### src/include/comc_map.vh
// Purpose: constants for the operating-mode control block
// Assumes: one clock at 100 MHz, synchronous active-high reset
// Notes:   mode codes are one-hot, the same width as the state register
`ifndef COMC_MAP_VH
`define COMC_MAP_VH

// mode codes, one-hot
`define COMC_MODE_W        3
`define COMC_MODE_REAL     3'h1
`define COMC_MODE_PROT     3'h2
`define COMC_MODE_MGMT     3'h4
`define COMC_MODE_RESET    3'h1

// context and resource sizes
`define COMC_IP_W          32
`define COMC_FLAGS_W       32
// sized to the 8-bit resource ports, so nothing is cut on assignment
`define COMC_LIN_ADDR_W    8'h20
`define COMC_PHYS_ADDR_W   8'h24
`define COMC_GPR_NUM       8'h08
`define COMC_SEG_NUM       8'h06
`define COMC_NARROW_NUM    8'h08
`define COMC_NARROW_W      8'h40
`define COMC_WIDE_NUM      8'h08
`define COMC_WIDE_W        8'h80
`define COMC_NUM_LP        8'h02

// feature mask positions
`define COMC_FEAT_W        4
`define COMC_FEAT_BASIC    0
`define COMC_FEAT_NARROW   1
`define COMC_FEAT_WIDE     2
`define COMC_FEAT_SYSTEM   3
`define COMC_FEAT_ALL      4'hF
`define COMC_FEAT_REAL     4'h7
`define COMC_FEAT_MGMT     4'h7

`endif

### src/design/comc_lp_mode.v
// Purpose: mode state machine of one logical processor
// Assumes: requests arrive already synchronised to clk_i
// Notes:   management entry saves ip, flags and mode; exit restores the mode and pulses restore_o
`timescale 1ns/1ps
`include "comc_map.vh"

module comc_lp_mode (
  // clock and reset
  input  wire                      clk_i,
  input  wire                      srst_i,
  // requests
  input  wire                      mgmt_req_i,
  input  wire                      mgmt_rsm_i,
  input  wire                      go_prot_i,
  input  wire                      go_real_i,
  input  wire                      v86_set_i,
  input  wire                      v86_val_i,
  input  wire                      halt_i,
  input  wire                      run_i,
  // live context
  input  wire [`COMC_IP_W-1:0]     cur_ip_i,
  input  wire [`COMC_FLAGS_W-1:0]  cur_flags_i,
  // status
  output wire [`COMC_MODE_W-1:0]   mode_o,
  output wire                      v86_o,
  output wire                      halted_o,
  output wire                      pending_o,
  output wire                      save_o,
  output wire                      restore_o,
  output wire [`COMC_IP_W-1:0]     saved_ip_o,
  output wire [`COMC_FLAGS_W-1:0]  saved_flags_o,
  output wire [`COMC_FEAT_W-1:0]   feat_o
);

  reg [`COMC_MODE_W-1:0]  mode_ff;      // current mode
  reg [`COMC_MODE_W-1:0]  prev_mode_ff; // mode before management entry
  reg                     prev_v86_ff;  // task attribute before entry
  reg                     v86_ff;       // per-task emulation attribute
  reg                     halt_ff;      // this processor halted
  reg                     pend_ff;      // request held while in mgmt
  reg                     save_ff;      // one-cycle save strobe
  reg                     rest_ff;      // one-cycle restore strobe
  reg [`COMC_IP_W-1:0]    sip_ff;       // saved instruction pointer
  reg [`COMC_FLAGS_W-1:0] sfl_ff;       // saved flags
  reg [`COMC_FEAT_W-1:0]  feat_ff;      // features open in this mode

  wire in_mgmt = (mode_ff == `COMC_MODE_MGMT);
  // a held request counts as a fresh one once we are back out
  wire take    = (mgmt_req_i | pend_ff) & ~in_mgmt;

  // mode sequencing, management has priority over other switches
  always @(posedge clk_i) begin
    if (srst_i) begin
      mode_ff      <= `COMC_MODE_RESET;
      prev_mode_ff <= `COMC_MODE_RESET;
      prev_v86_ff  <= 1'b0;
      v86_ff       <= 1'b0;
      halt_ff      <= 1'b0;
      pend_ff      <= 1'b0;
      save_ff      <= 1'b0;
      rest_ff      <= 1'b0;
      sip_ff       <= {`COMC_IP_W{1'b0}};
      sfl_ff       <= {`COMC_FLAGS_W{1'b0}};
      feat_ff      <= `COMC_FEAT_REAL;
    end else begin
      save_ff <= 1'b0;
      rest_ff <= 1'b0;
      // halt and run are per processor
      if (halt_i)
        halt_ff <= 1'b1;
      else if (run_i | take)
        halt_ff <= 1'b0;
      case (mode_ff)
        `COMC_MODE_REAL, `COMC_MODE_PROT: begin
          if (take) begin
            // save context and switch address space in the same cycle
            prev_mode_ff <= mode_ff;
            prev_v86_ff  <= v86_ff;
            sip_ff       <= cur_ip_i;
            sfl_ff       <= cur_flags_i;
            save_ff      <= 1'b1;
            pend_ff      <= 1'b0;
            mode_ff      <= `COMC_MODE_MGMT;
            feat_ff      <= `COMC_FEAT_MGMT;
          end else if (mode_ff == `COMC_MODE_REAL && go_prot_i) begin
            mode_ff <= `COMC_MODE_PROT;
            feat_ff <= `COMC_FEAT_ALL;
          end else if (mode_ff == `COMC_MODE_PROT && go_real_i) begin
            mode_ff <= `COMC_MODE_REAL;
            feat_ff <= `COMC_FEAT_REAL;
            v86_ff  <= 1'b0;
          end else if (mode_ff == `COMC_MODE_PROT && v86_set_i) begin
            v86_ff <= v86_val_i;
          end
        end
        `COMC_MODE_MGMT: begin
          // new request during a session is held, never nested
          if (mgmt_req_i)
            pend_ff <= 1'b1;
          if (mgmt_rsm_i) begin
            mode_ff <= prev_mode_ff;
            v86_ff  <= prev_v86_ff;
            rest_ff <= 1'b1;
            feat_ff <= (prev_mode_ff == `COMC_MODE_PROT) ?
                       `COMC_FEAT_ALL : `COMC_FEAT_REAL;
          end
        end
        default: begin
          // illegal code, fall back to the reset mode
          mode_ff <= `COMC_MODE_RESET;
          feat_ff <= `COMC_FEAT_REAL;
        end
      endcase
    end
  end

  assign mode_o        = mode_ff;
  assign v86_o         = v86_ff;
  assign halted_o      = halt_ff;
  assign pending_o     = pend_ff;
  assign save_o        = save_ff;
  assign restore_o     = rest_ff;
  assign saved_ip_o    = sip_ff;
  assign saved_flags_o = sfl_ff;
  assign feat_o        = feat_ff;

endmodule // comc_lp_mode

### src/design/comc_top.v
// Purpose: operating-mode control for a two-thread processor core
// Assumes: pin request is asynchronous and active low
// Notes:   one mode machine per logical processor, resources shared
`timescale 1ns/1ps
`include "comc_map.vh"

module comc_top (
  // clock and reset
  input  wire                              clk_i,
  input  wire                              srst_i,
  // management requests
  input  wire                              mgmt_irq_pin_n_i,
  input  wire [`COMC_NUM_LP-1:0]           prog_irq_msg_i,
  input  wire [`COMC_NUM_LP-1:0]           mgmt_rsm_i,
  // mode switches per logical processor
  input  wire [`COMC_NUM_LP-1:0]           go_prot_i,
  input  wire [`COMC_NUM_LP-1:0]           go_real_i,
  input  wire [`COMC_NUM_LP-1:0]           v86_set_i,
  input  wire [`COMC_NUM_LP-1:0]           v86_val_i,
  input  wire [`COMC_NUM_LP-1:0]           halt_i,
  input  wire [`COMC_NUM_LP-1:0]           run_i,
  // live context per processor, packed
  input  wire [2*`COMC_IP_W-1:0]           cur_ip_i,
  input  wire [2*`COMC_FLAGS_W-1:0]        cur_flags_i,
  // status per processor, packed
  output wire [2*`COMC_MODE_W-1:0]         mode_o,
  output wire [`COMC_NUM_LP-1:0]           v86_o,
  output wire [`COMC_NUM_LP-1:0]           halted_o,
  output wire [`COMC_NUM_LP-1:0]           pending_o,
  output wire [`COMC_NUM_LP-1:0]           save_o,
  output wire [`COMC_NUM_LP-1:0]           restore_o,
  output wire [2*`COMC_IP_W-1:0]           saved_ip_o,
  output wire [2*`COMC_FLAGS_W-1:0]        saved_flags_o,
  output wire [2*`COMC_FEAT_W-1:0]         feat_o,
  // fixed resource description
  output wire [7:0]                        lin_addr_w_o,
  output wire [7:0]                        phys_addr_w_o,
  output wire [7:0]                        num_gpr_o,
  output wire [7:0]                        num_seg_o,
  output wire [7:0]                        num_narrow_o,
  output wire [7:0]                        narrow_w_o,
  output wire [7:0]                        num_wide_o,
  output wire [7:0]                        wide_w_o,
  output wire [7:0]                        num_lp_o
);

  // two-flop synchroniser for the asynchronous pin
  reg pin_s1_ff;
  reg pin_s2_ff;
  reg pin_prev_ff;  // last synchronised level, for edge detect

  always @(posedge clk_i) begin
    if (srst_i) begin
      pin_s1_ff   <= 1'b1;
      pin_s2_ff   <= 1'b1;
      pin_prev_ff <= 1'b1;
    end else begin
      pin_s1_ff   <= mgmt_irq_pin_n_i;
      pin_s2_ff   <= pin_s1_ff;
      pin_prev_ff <= pin_s2_ff;
    end
  end

  // falling edge only: a held-low pin must not retrigger after exit
  wire pin_fall = pin_prev_ff & ~pin_s2_ff;

  // one machine per logical processor, pin goes to both
  genvar g;
  generate
    for (g = 0; g < `COMC_NUM_LP; g = g + 1) begin : g_lp
      comc_lp_mode u_lp (
        .clk_i         (clk_i),
        .srst_i        (srst_i),
        .mgmt_req_i    (pin_fall | prog_irq_msg_i[g]),
        .mgmt_rsm_i    (mgmt_rsm_i[g]),
        .go_prot_i     (go_prot_i[g]),
        .go_real_i     (go_real_i[g]),
        .v86_set_i     (v86_set_i[g]),
        .v86_val_i     (v86_val_i[g]),
        .halt_i        (halt_i[g]),
        .run_i         (run_i[g]),
        .cur_ip_i      (cur_ip_i[g*`COMC_IP_W +: `COMC_IP_W]),
        .cur_flags_i   (cur_flags_i[g*`COMC_FLAGS_W +: `COMC_FLAGS_W]),
        .mode_o        (mode_o[g*`COMC_MODE_W +: `COMC_MODE_W]),
        .v86_o         (v86_o[g]),
        .halted_o      (halted_o[g]),
        .pending_o     (pending_o[g]),
        .save_o        (save_o[g]),
        .restore_o     (restore_o[g]),
        .saved_ip_o    (saved_ip_o[g*`COMC_IP_W +: `COMC_IP_W]),
        .saved_flags_o (saved_flags_o[g*`COMC_FLAGS_W +: `COMC_FLAGS_W]),
        .feat_o        (feat_o[g*`COMC_FEAT_W +: `COMC_FEAT_W])
      );
    end
  endgenerate

  // constant resource figures, read by the identification logic
  assign lin_addr_w_o  = `COMC_LIN_ADDR_W;
  assign phys_addr_w_o = `COMC_PHYS_ADDR_W;
  assign num_gpr_o     = `COMC_GPR_NUM;
  assign num_seg_o     = `COMC_SEG_NUM;
  assign num_narrow_o  = `COMC_NARROW_NUM;
  assign narrow_w_o    = `COMC_NARROW_W;
  assign num_wide_o    = `COMC_WIDE_NUM;
  assign wide_w_o      = `COMC_WIDE_W;
  assign num_lp_o      = `COMC_NUM_LP;

endmodule // comc_top

### config.mk
export PLATFORM = sky130hd
export DESIGN_NAME = comc_top
export DESIGN_NICKNAME = d
export VERILOG_FILES = /design/src/design/comc_lp_mode.v /design/src/design/comc_top.v
export VERILOG_INCLUDE_DIRS = /design/src /design/src/include
export SDC_FILE = /design/constraint.sdc
export NUM_CORES = 1
export LEC_CHECK = 0
export ABC_CLOCK_PERIOD_IN_PS = 3200
export BUFFER_PORTS_ARGS = -buffer_cell sky130_fd_sc_hd__buf_4
export CAP_MARGIN = 20
export CELL_PAD_IN_SITES_DETAIL_PLACEMENT = 0
export CELL_PAD_IN_SITES_GLOBAL_PLACEMENT = 2
export CORE_UTILIZATION = 26
export CTS_BUF_LIST = sky130_fd_sc_hd__clkbuf_16
export CTS_CLUSTER_DIAMETER = 120
export DETAILED_ROUTE_END_ITERATION = 16
export GPL_TIMING_DRIVEN = 0
export PLACE_DENSITY_LB_ADDON = 0.3
export SYNTH_ARGS = -nofsm -noshare
export SYNTH_HDL_FRONTEND = slang
export SYNTH_SLANG_ARGS = --single-unit
### constraint.sdc
create_clock -name clk_i -period 3.2 [get_ports clk_i]
set_input_delay 0.32 -clock clk_i [delete_from_list [all_inputs] [get_ports clk_i]]
set_output_delay 0.32 -clock clk_i [all_outputs]
set_load 0.02 [all_outputs]
==> key figures, run 1 <==
Clocking
  • CTS tree: built
  • Number of post-CTS setup repair buffers: 0
  • Clock buffer depth: 2
  • Clk slew on worst S/H paths: 70 ps
  • Resized Gates After CTS: 0
  • Num CTS Buffers: 17
  • Cts hold-fix bufs: 0
  • Clock Latency Late Sink: 430 ps
  • Clock sinks: 157
  • # H-tree levels: 4
  • Root Driver: clkbuf_16

STA
  • Setup Skew: 19.0 ps
  • Worst Max-Slew Pin Slew: 831 ps
  • Fmax: 473 MHz
  • Relative slew slack: 44.4%
  • Final worst-path cycle share: 66.0%
  • Setup TNS: 0 ps
  • Setup repair after global routing missed its margin: false
  • Fin. max-slew vios: 0
  • Final min period: 2110 ps
  • Final hold vios: 0
  • Final setup vio count: 0

Cells and area
  • Ant diodes: 0
  • Fin nets: 1,207
  • Core Util, Final: 40.8%
  • Share of layout cells above drive strength 1: 40.5%
  • Commonest non-fill, non-tap cell in the layout: buf_4
  • Most frequent cells in the layout: buf_4 (385), dfxtp_1 (157), nor2_1 (148)
  • Area Growth Syn to Fin: 52.8%

Synth
  • Unique cell type count in the Yosys netlist: 35
  • Synth top area share: 48.0%
  • Synth area leaders: dfxtp_1 (48%), mux2i_1 (20%), buf_4 (11%), nor2_1 (8.5%), a21oi_1 (1.5%)
  • Synth Cell Area: 6550 sq um
  • Register bit count reported by yosys: 157
  • Avg Cell Area, Syn: 9.72 sq um
  • Syn Inst Count: 674
  • Cell taking the most area after synthesis: dfxtp_1
  • Ys Warns: 0
  • Seq/Total Area, Yosys: 48.0%

Placed design
  • GP Congestion: 0.771
  • Dpl hpwl: 15,100 microns
  • I/O Buffers: 291

Power and ir drop
  • Psw: 1.95 mW
  • Pwr/cell area: 600 nW/um^2
  • P_int: 4.06 mW
  • Leakage: 4.89 nW
  • Max VDD drop: 0.000304 V
  • Seq pwr share: 38.0%
  • Net Sw Frac: 32.4%
  • Proportion of power drawn by the clock network: 33.7%
  • Combinational Power Share: 28.4%

GRT
  • GRT Util Overall: 15.0%
  • Total grt overflow: 0
  • Vias in the first global route: 5,486
  • Initial antenna violation count: 0
  • Largest net degree at the start of global routing: 17
  • First-pass GRT wire length: 30,100 microns

Die
  • # rows: 57
  • Die width: 161 microns
  • Core region area: 24,500 sq um
  • Initial Utilization: 26.7%
  • Height of the die: 161 microns
  • Ports: 371
  • Full die area: 25,800 sq um

Setup path
  • CP required: 3500 ps
  • Critical path class: reg -> reg
  • Critical Path Fanout Max: 10
  • Crit path DAT: 2410 ps
  • Setup crit start kind: register
  • Setup crit end kind: register
  • R2R depth: 7

Routing
  • Drt initial violations: 177
  • DRC viols: 0
  • Drt first pass iters: 4
  • Vias per inst: 3.99
  • Routed WL: 19,700 microns
  • Antenna viol nets, final: 0
  • Via count: 5,574
  • Per-cell routed wire length: 14.1 microns

Min path
  • Hold Path Depth: 2
  • Min-Delay Path Class: in -> reg

Job
  • Max-Cap Viols: 0

Outcome
  • Status: finished, final reports clean
==> synthesized netlist by cell type <==
library cell / instances
a22o_1: 1
or2_2: 5
a211oi_2: 2
dfxtp_1: 157
o21a_1: 1
and3_1: 1
o2111a_1: 1
a21oi_1: 20
nor4_1: 3
nor2_1: 148
and2_1: 2
a31oi_1: 2
mux2i_1: 132
buf_2: 11
nand2_1: 8
o2111ai_1: 4
a21o_1: 3
a211oi_1: 3
conb_1: 2
a311oi_1: 4
nor2b_1: 4
inv_1: 7
nand3_1: 2
nand4bb_1: 1
clkbuf_1: 21
xnor2_1: 2
buf_4: 94
or3b_2: 1
nor3b_1: 8
nand3b_1: 4
nor3_1: 1
nand2b_1: 7
or4_1: 2
o211ai_1: 1
o21ai_0: 9
==> metal layers <==
layer / global-route usage (%) / wire, microns / up-vias
li1: - / - / 2861
met1: 17.9 / 8260 / 2468
met2: 24.6 / 9070 / 231
met3: 6.48 / 2160 / 14
met4: 4.12 / 200 / 0
met5: 0 / 0 / -
==> flip-flops by register name, indices dropped and copies added, names as in the netlist <==
signal                   flops
g_lp.u_lp.saved_ip_o        64
g_lp.u_lp.saved_flags_o     64
pin_prev_ff                  1
g_lp.u_lp.save_o             2
g_lp.u_lp.halted_o           2
g_lp.u_lp.restore_o          2
g_lp.u_lp.prev_mode_ff       6
g_lp.u_lp.prev_v86_ff        2
g_lp.u_lp.mode_o             6
g_lp.u_lp.pending_o          2
g_lp.u_lp.feat_o             2
pin_s2_ff                    1
pin_s1_ff                    1
g_lp.u_lp.v86_o              2
==> through the flow <==
| stage | power [mW] | instances | area, sq um | hold slack (ps) | setup WS [ps] |
|---|---|---|---|---|---|
| 2_1_floorplan | 3.39 | 750 | 6840 | 389 | 1480 |
| 3_3_place_gp | 4.04 | 1365 | 9430 | 399 | 998 |
| 3_5_place_dp | 4.05 | 1365 | 9430 | 396 | 987 |
| 4_1_cts | 6.11 | 1397 | 10000 | 70.5 | 982 |
| 5_1_grt | 6.34 | 1397 | 10000 | 89.3 | 865 |
| 6_report | 6.00 | 1397 | 10000 | 91.0 | 1090 |
==> worst max-delay path, stage by stage (launching register included) <==
cell,delay [ps]
dfxtp_1,320
nand2b_1,130
buf_2,190
a211oi_2,500
buf_4,320
buf_4,260
mux2i_1,210
nor2_1,50
==> power groups by stage <==
stage,clock [mW],sequential [mW],combinational (mW)
after floorplan,0,2.56,0.837
after global placement,0,2.31,1.73
after detailed placement,0,2.32,1.73
after CTS,2.10,2.28,1.73
after global routing,2.19,2.31,1.84
final,2.02,2.28,1.70
==> kinds of logic (layout without fill, tap and decap cells) <==
| group | Yosys count | in the layout | share of synthesized area, % |
|---|---|---|---|
| and+or+nand+nor | 197 | 197 | 13.2 |
| AOI/OAI and AO/OA | 51 | 51 | 5.08 |
| buffers and inverters | 133 | 456 | 13.2 |
| DFF | 157 | 157 | 48.0 |
| other | 2 | 78 | 0.115 |
| xor gates and xnor gates | 2 | 2 | 0.267 |
| muxes | 132 | 132 | 20.2 |
==> final timing paths <==
path / from / end / slack, ps
worst max-delay path: pin_s2_ff$_SDFF_PP1_ / g_lp[0].u_lp.saved_ip_o[18]$_SDFFE_PP0P_ / 1090
worst min-delay path: mgmt_irq_pin_n_i / pin_s1_ff$_SDFF_PP1_ / 90
worst max register to register: pin_s2_ff$_SDFF_PP1_ / g_lp[0].u_lp.saved_ip_o[18]$_SDFFE_PP0P_ / 1090
worst min register to register: pin_s1_ff$_SDFF_PP1_ / pin_s2_ff$_SDFF_PP1_ / 410
==> layout make-up <==
class,count,area (sq um)
fill,2496,14500
clock buffer,17,425
clock inverter,15,155
multi-input combinational,460,2830
tap,324,405
inverter,7,26.3
timing repair buffer,291,2180
sequential,157,3140
buffer,126,840
(Power assumes the default switching activity.)
==> run 2, diff against run 1 <==
Settings changed: ABC_CLOCK_PERIOD_IN_PS 3200 to 1700, CORE_UTILIZATION 26 to 22.
Clock period 3.2 ns to 1.7 ns, I/O delays scaled along.
==> key figures, run 2 (synthesized netlist as in run 1, its figures left out) <==
Routing
  • Antenna viol nets, final: 0
  • Via count: 6,125
  • DRC viols: 0
  • Drt first pass iters: 4
  • Per-cell routed wire length: 13.3 microns
  • Vias per inst: 3.82
  • Drt initial violations: 204
  • Routed WL: 21,400 microns

STA
  • Fmax: 616 MHz
  • Worst Max-Slew Pin Slew: 691 ps
  • Final worst-path cycle share: 95.4%
  • Final min period: 1620 ps
  • Fin. max-slew vios: 0
  • Setup repair after global routing missed its margin: false
  • Setup TNS: 0 ps
  • Setup Skew: 21.1 ps
  • Relative slew slack: 53.9%
  • Final setup vio count: 0
  • Final hold vios: 0
  • Worst setup margin: 77.7 ps

Min path
  • Min-Delay Path Class: in -> reg
  • Hold path endpoint: g_lp[0].u_lp.halted_o$_SDFFE_PP0P_
  • Hold Path Depth: 4
  • Min-delay src: run_i[0]

Clocking
  • Clock Latency Late Sink: 430 ps
  • Root Driver: clkbuf_16
  • # H-tree levels: 4
  • Num CTS Buffers: 17
  • Clock sinks: 157
  • CTS tree: built
  • Clk slew on worst S/H paths: 80 ps
  • Clock buffer depth: 2

Placed design
  • Inst Count DP: 1,425
  • Dpl hpwl: 15,600 microns
  • Worst slack, placed: -545 ps
  • GP Congestion: 0.765
  • I/O Buffers: 291
  • Placed inst area: 9500 sq um

GRT
  • First-pass GRT wire length: 33,200 microns
  • Initial antenna violation count: 0
  • Total grt overflow: 0
  • GRT Util Overall: 14.0%
  • Largest net degree at the start of global routing: 17
  • Vias in the first global route: 6,307

Setup path
  • Setup crit end kind: register
  • Critical path class: reg -> reg
  • Worst R2R Start: pin_s2_ff$_SDFF_PP1_
  • RR Endpoint: g_lp[1].u_lp.saved_flags_o[6]$_SDFFE_PP0P_
  • Crit path DAT: 1920 ps
  • Setup crit start kind: register
  • Critical Path Fanout Max: 10
  • R2R depth: 7
  • CP required: 2000 ps
  • R2r setup slk: 80 ps

Power and ir drop
  • Leakage: 5.64 nW
  • Power, Total: 12.3 mW
  • Pwr/cell area: 1040 nW/um^2
  • Max VDD drop: 0.000619 V

Die
  • Initial Utilization: 22.6%
  • Full die area: 30,500 sq um
  • Height of the die: 175 microns
  • # rows: 62
  • Core region area: 29,000 sq um
  • Ports: 371
  • Die width: 175 microns

Cells and area
  • Ant diodes: 0
  • Fin nets: 1,354
  • Area Growth Syn to Fin: 81.1%
  • Commonest non-fill, non-tap cell in the layout: buf_4
  • Share of layout cells above drive strength 1: 38.7%
  • Most frequent cells in the layout: buf_4 (392), dfxtp_1 (150), nor2_1 (145)
  • Fin area: 11,900 sq um
  • Non-Filler Instances: 1,603

Outcome
  • Status: finished, final reports clean

Job
  • Max-Cap Viols: 0
-- run 2: area by class of cell --
cell class | count | area [sq um]
Clock inverter | 14 | 203
Buffer | 124 | 977
Sequential cell | 157 | 3150
Inverter | 7 | 26.3
Timing Repair Buffer | 440 | 3700
Fill cell | 2968 | 17100
Clock buffer | 17 | 425
Tap cell | 384 | 480
Multi-Input combinational cell | 460 | 2900
-- run 2: through the flow --
| stage | util [%] | hold slack, ps |
|---|---|---|
| after global placement | 32.8 | 358 |
| after global routing | 40.9 | 11.2 |
| after detailed placement | 32.8 | 358 |
| final | 40.9 | 28.6 |
| after CTS | 40.4 | 3.82 |
| after floorplan | - | 274 |
-- run 2: power breakdown --
part,internal (mW),switching (mW)
logic,2.01,1.87
registers,4.08,0.227
clock network,2.38,1.78
total,8.47,3.88
-- run 2: layer usage --
layer  routed length, microns  part of all wire (%)  global-route usage, %  up-vias
li1                         -                     -                      -     3154
met1                     8900                    42                   16.1     2737
met2                    10500                    49                   24.1      227
met3                     1840                   8.6                   5.38        7
met4                      174                  0.81                   3.91        0
met5                        0                     0                      0        -
-- run 2: how the worst max path moves through the flow --
stage                                                        to  slack, ps                                 from
finish               g_lp[1].u_lp.saved_flags_o[6]$_SDFFE_PP0P_         80                 pin_s2_ff$_SDFF_PP1_
global route           g_lp[0].u_lp.saved_ip_o[14]$_SDFFE_PP0P_          3  g_lp[0].u_lp.mode_o[2]$_SDFFE_PP0P_
CTS                 g_lp[0].u_lp.saved_flags_o[31]$_SDFFE_PP0P_        -10                 pin_s2_ff$_SDFF_PP1_
detailed placement     g_lp[0].u_lp.saved_ip_o[14]$_SDFFE_PP0P_       -540                 pin_s2_ff$_SDFF_PP1_
global placement       g_lp[0].u_lp.saved_ip_o[12]$_SDFFE_PP0P_       -550                 pin_s2_ff$_SDFF_PP1_
floorplan           g_lp[1].u_lp.saved_flags_o[10]$_SDFFE_PP0P_        0.9  g_lp[1].u_lp.mode_o[1]$_SDFFE_PP0P_
-- run 2: timing repair --
item / 4_1_cts / 5_1_grt
gates cloned: 1 / 2
gates resized for setup: 43 / 35
hold endpoints to repair: 131 / 0
pin swaps: 2 / 3
endpoints found under the setup margin: 141 / 136
setup buffers: 12 / 3
hold buffers: 131 / 0
-- run 2: worst max-delay path, stage by stage (launching register included) --
cell      delay (ps)
dfxtp_2          320
nand2b_4         180
a211oi_4         290
buf_4            170
buf_12           110
buf_6            170
mux2i_1          210
nor2_1            50
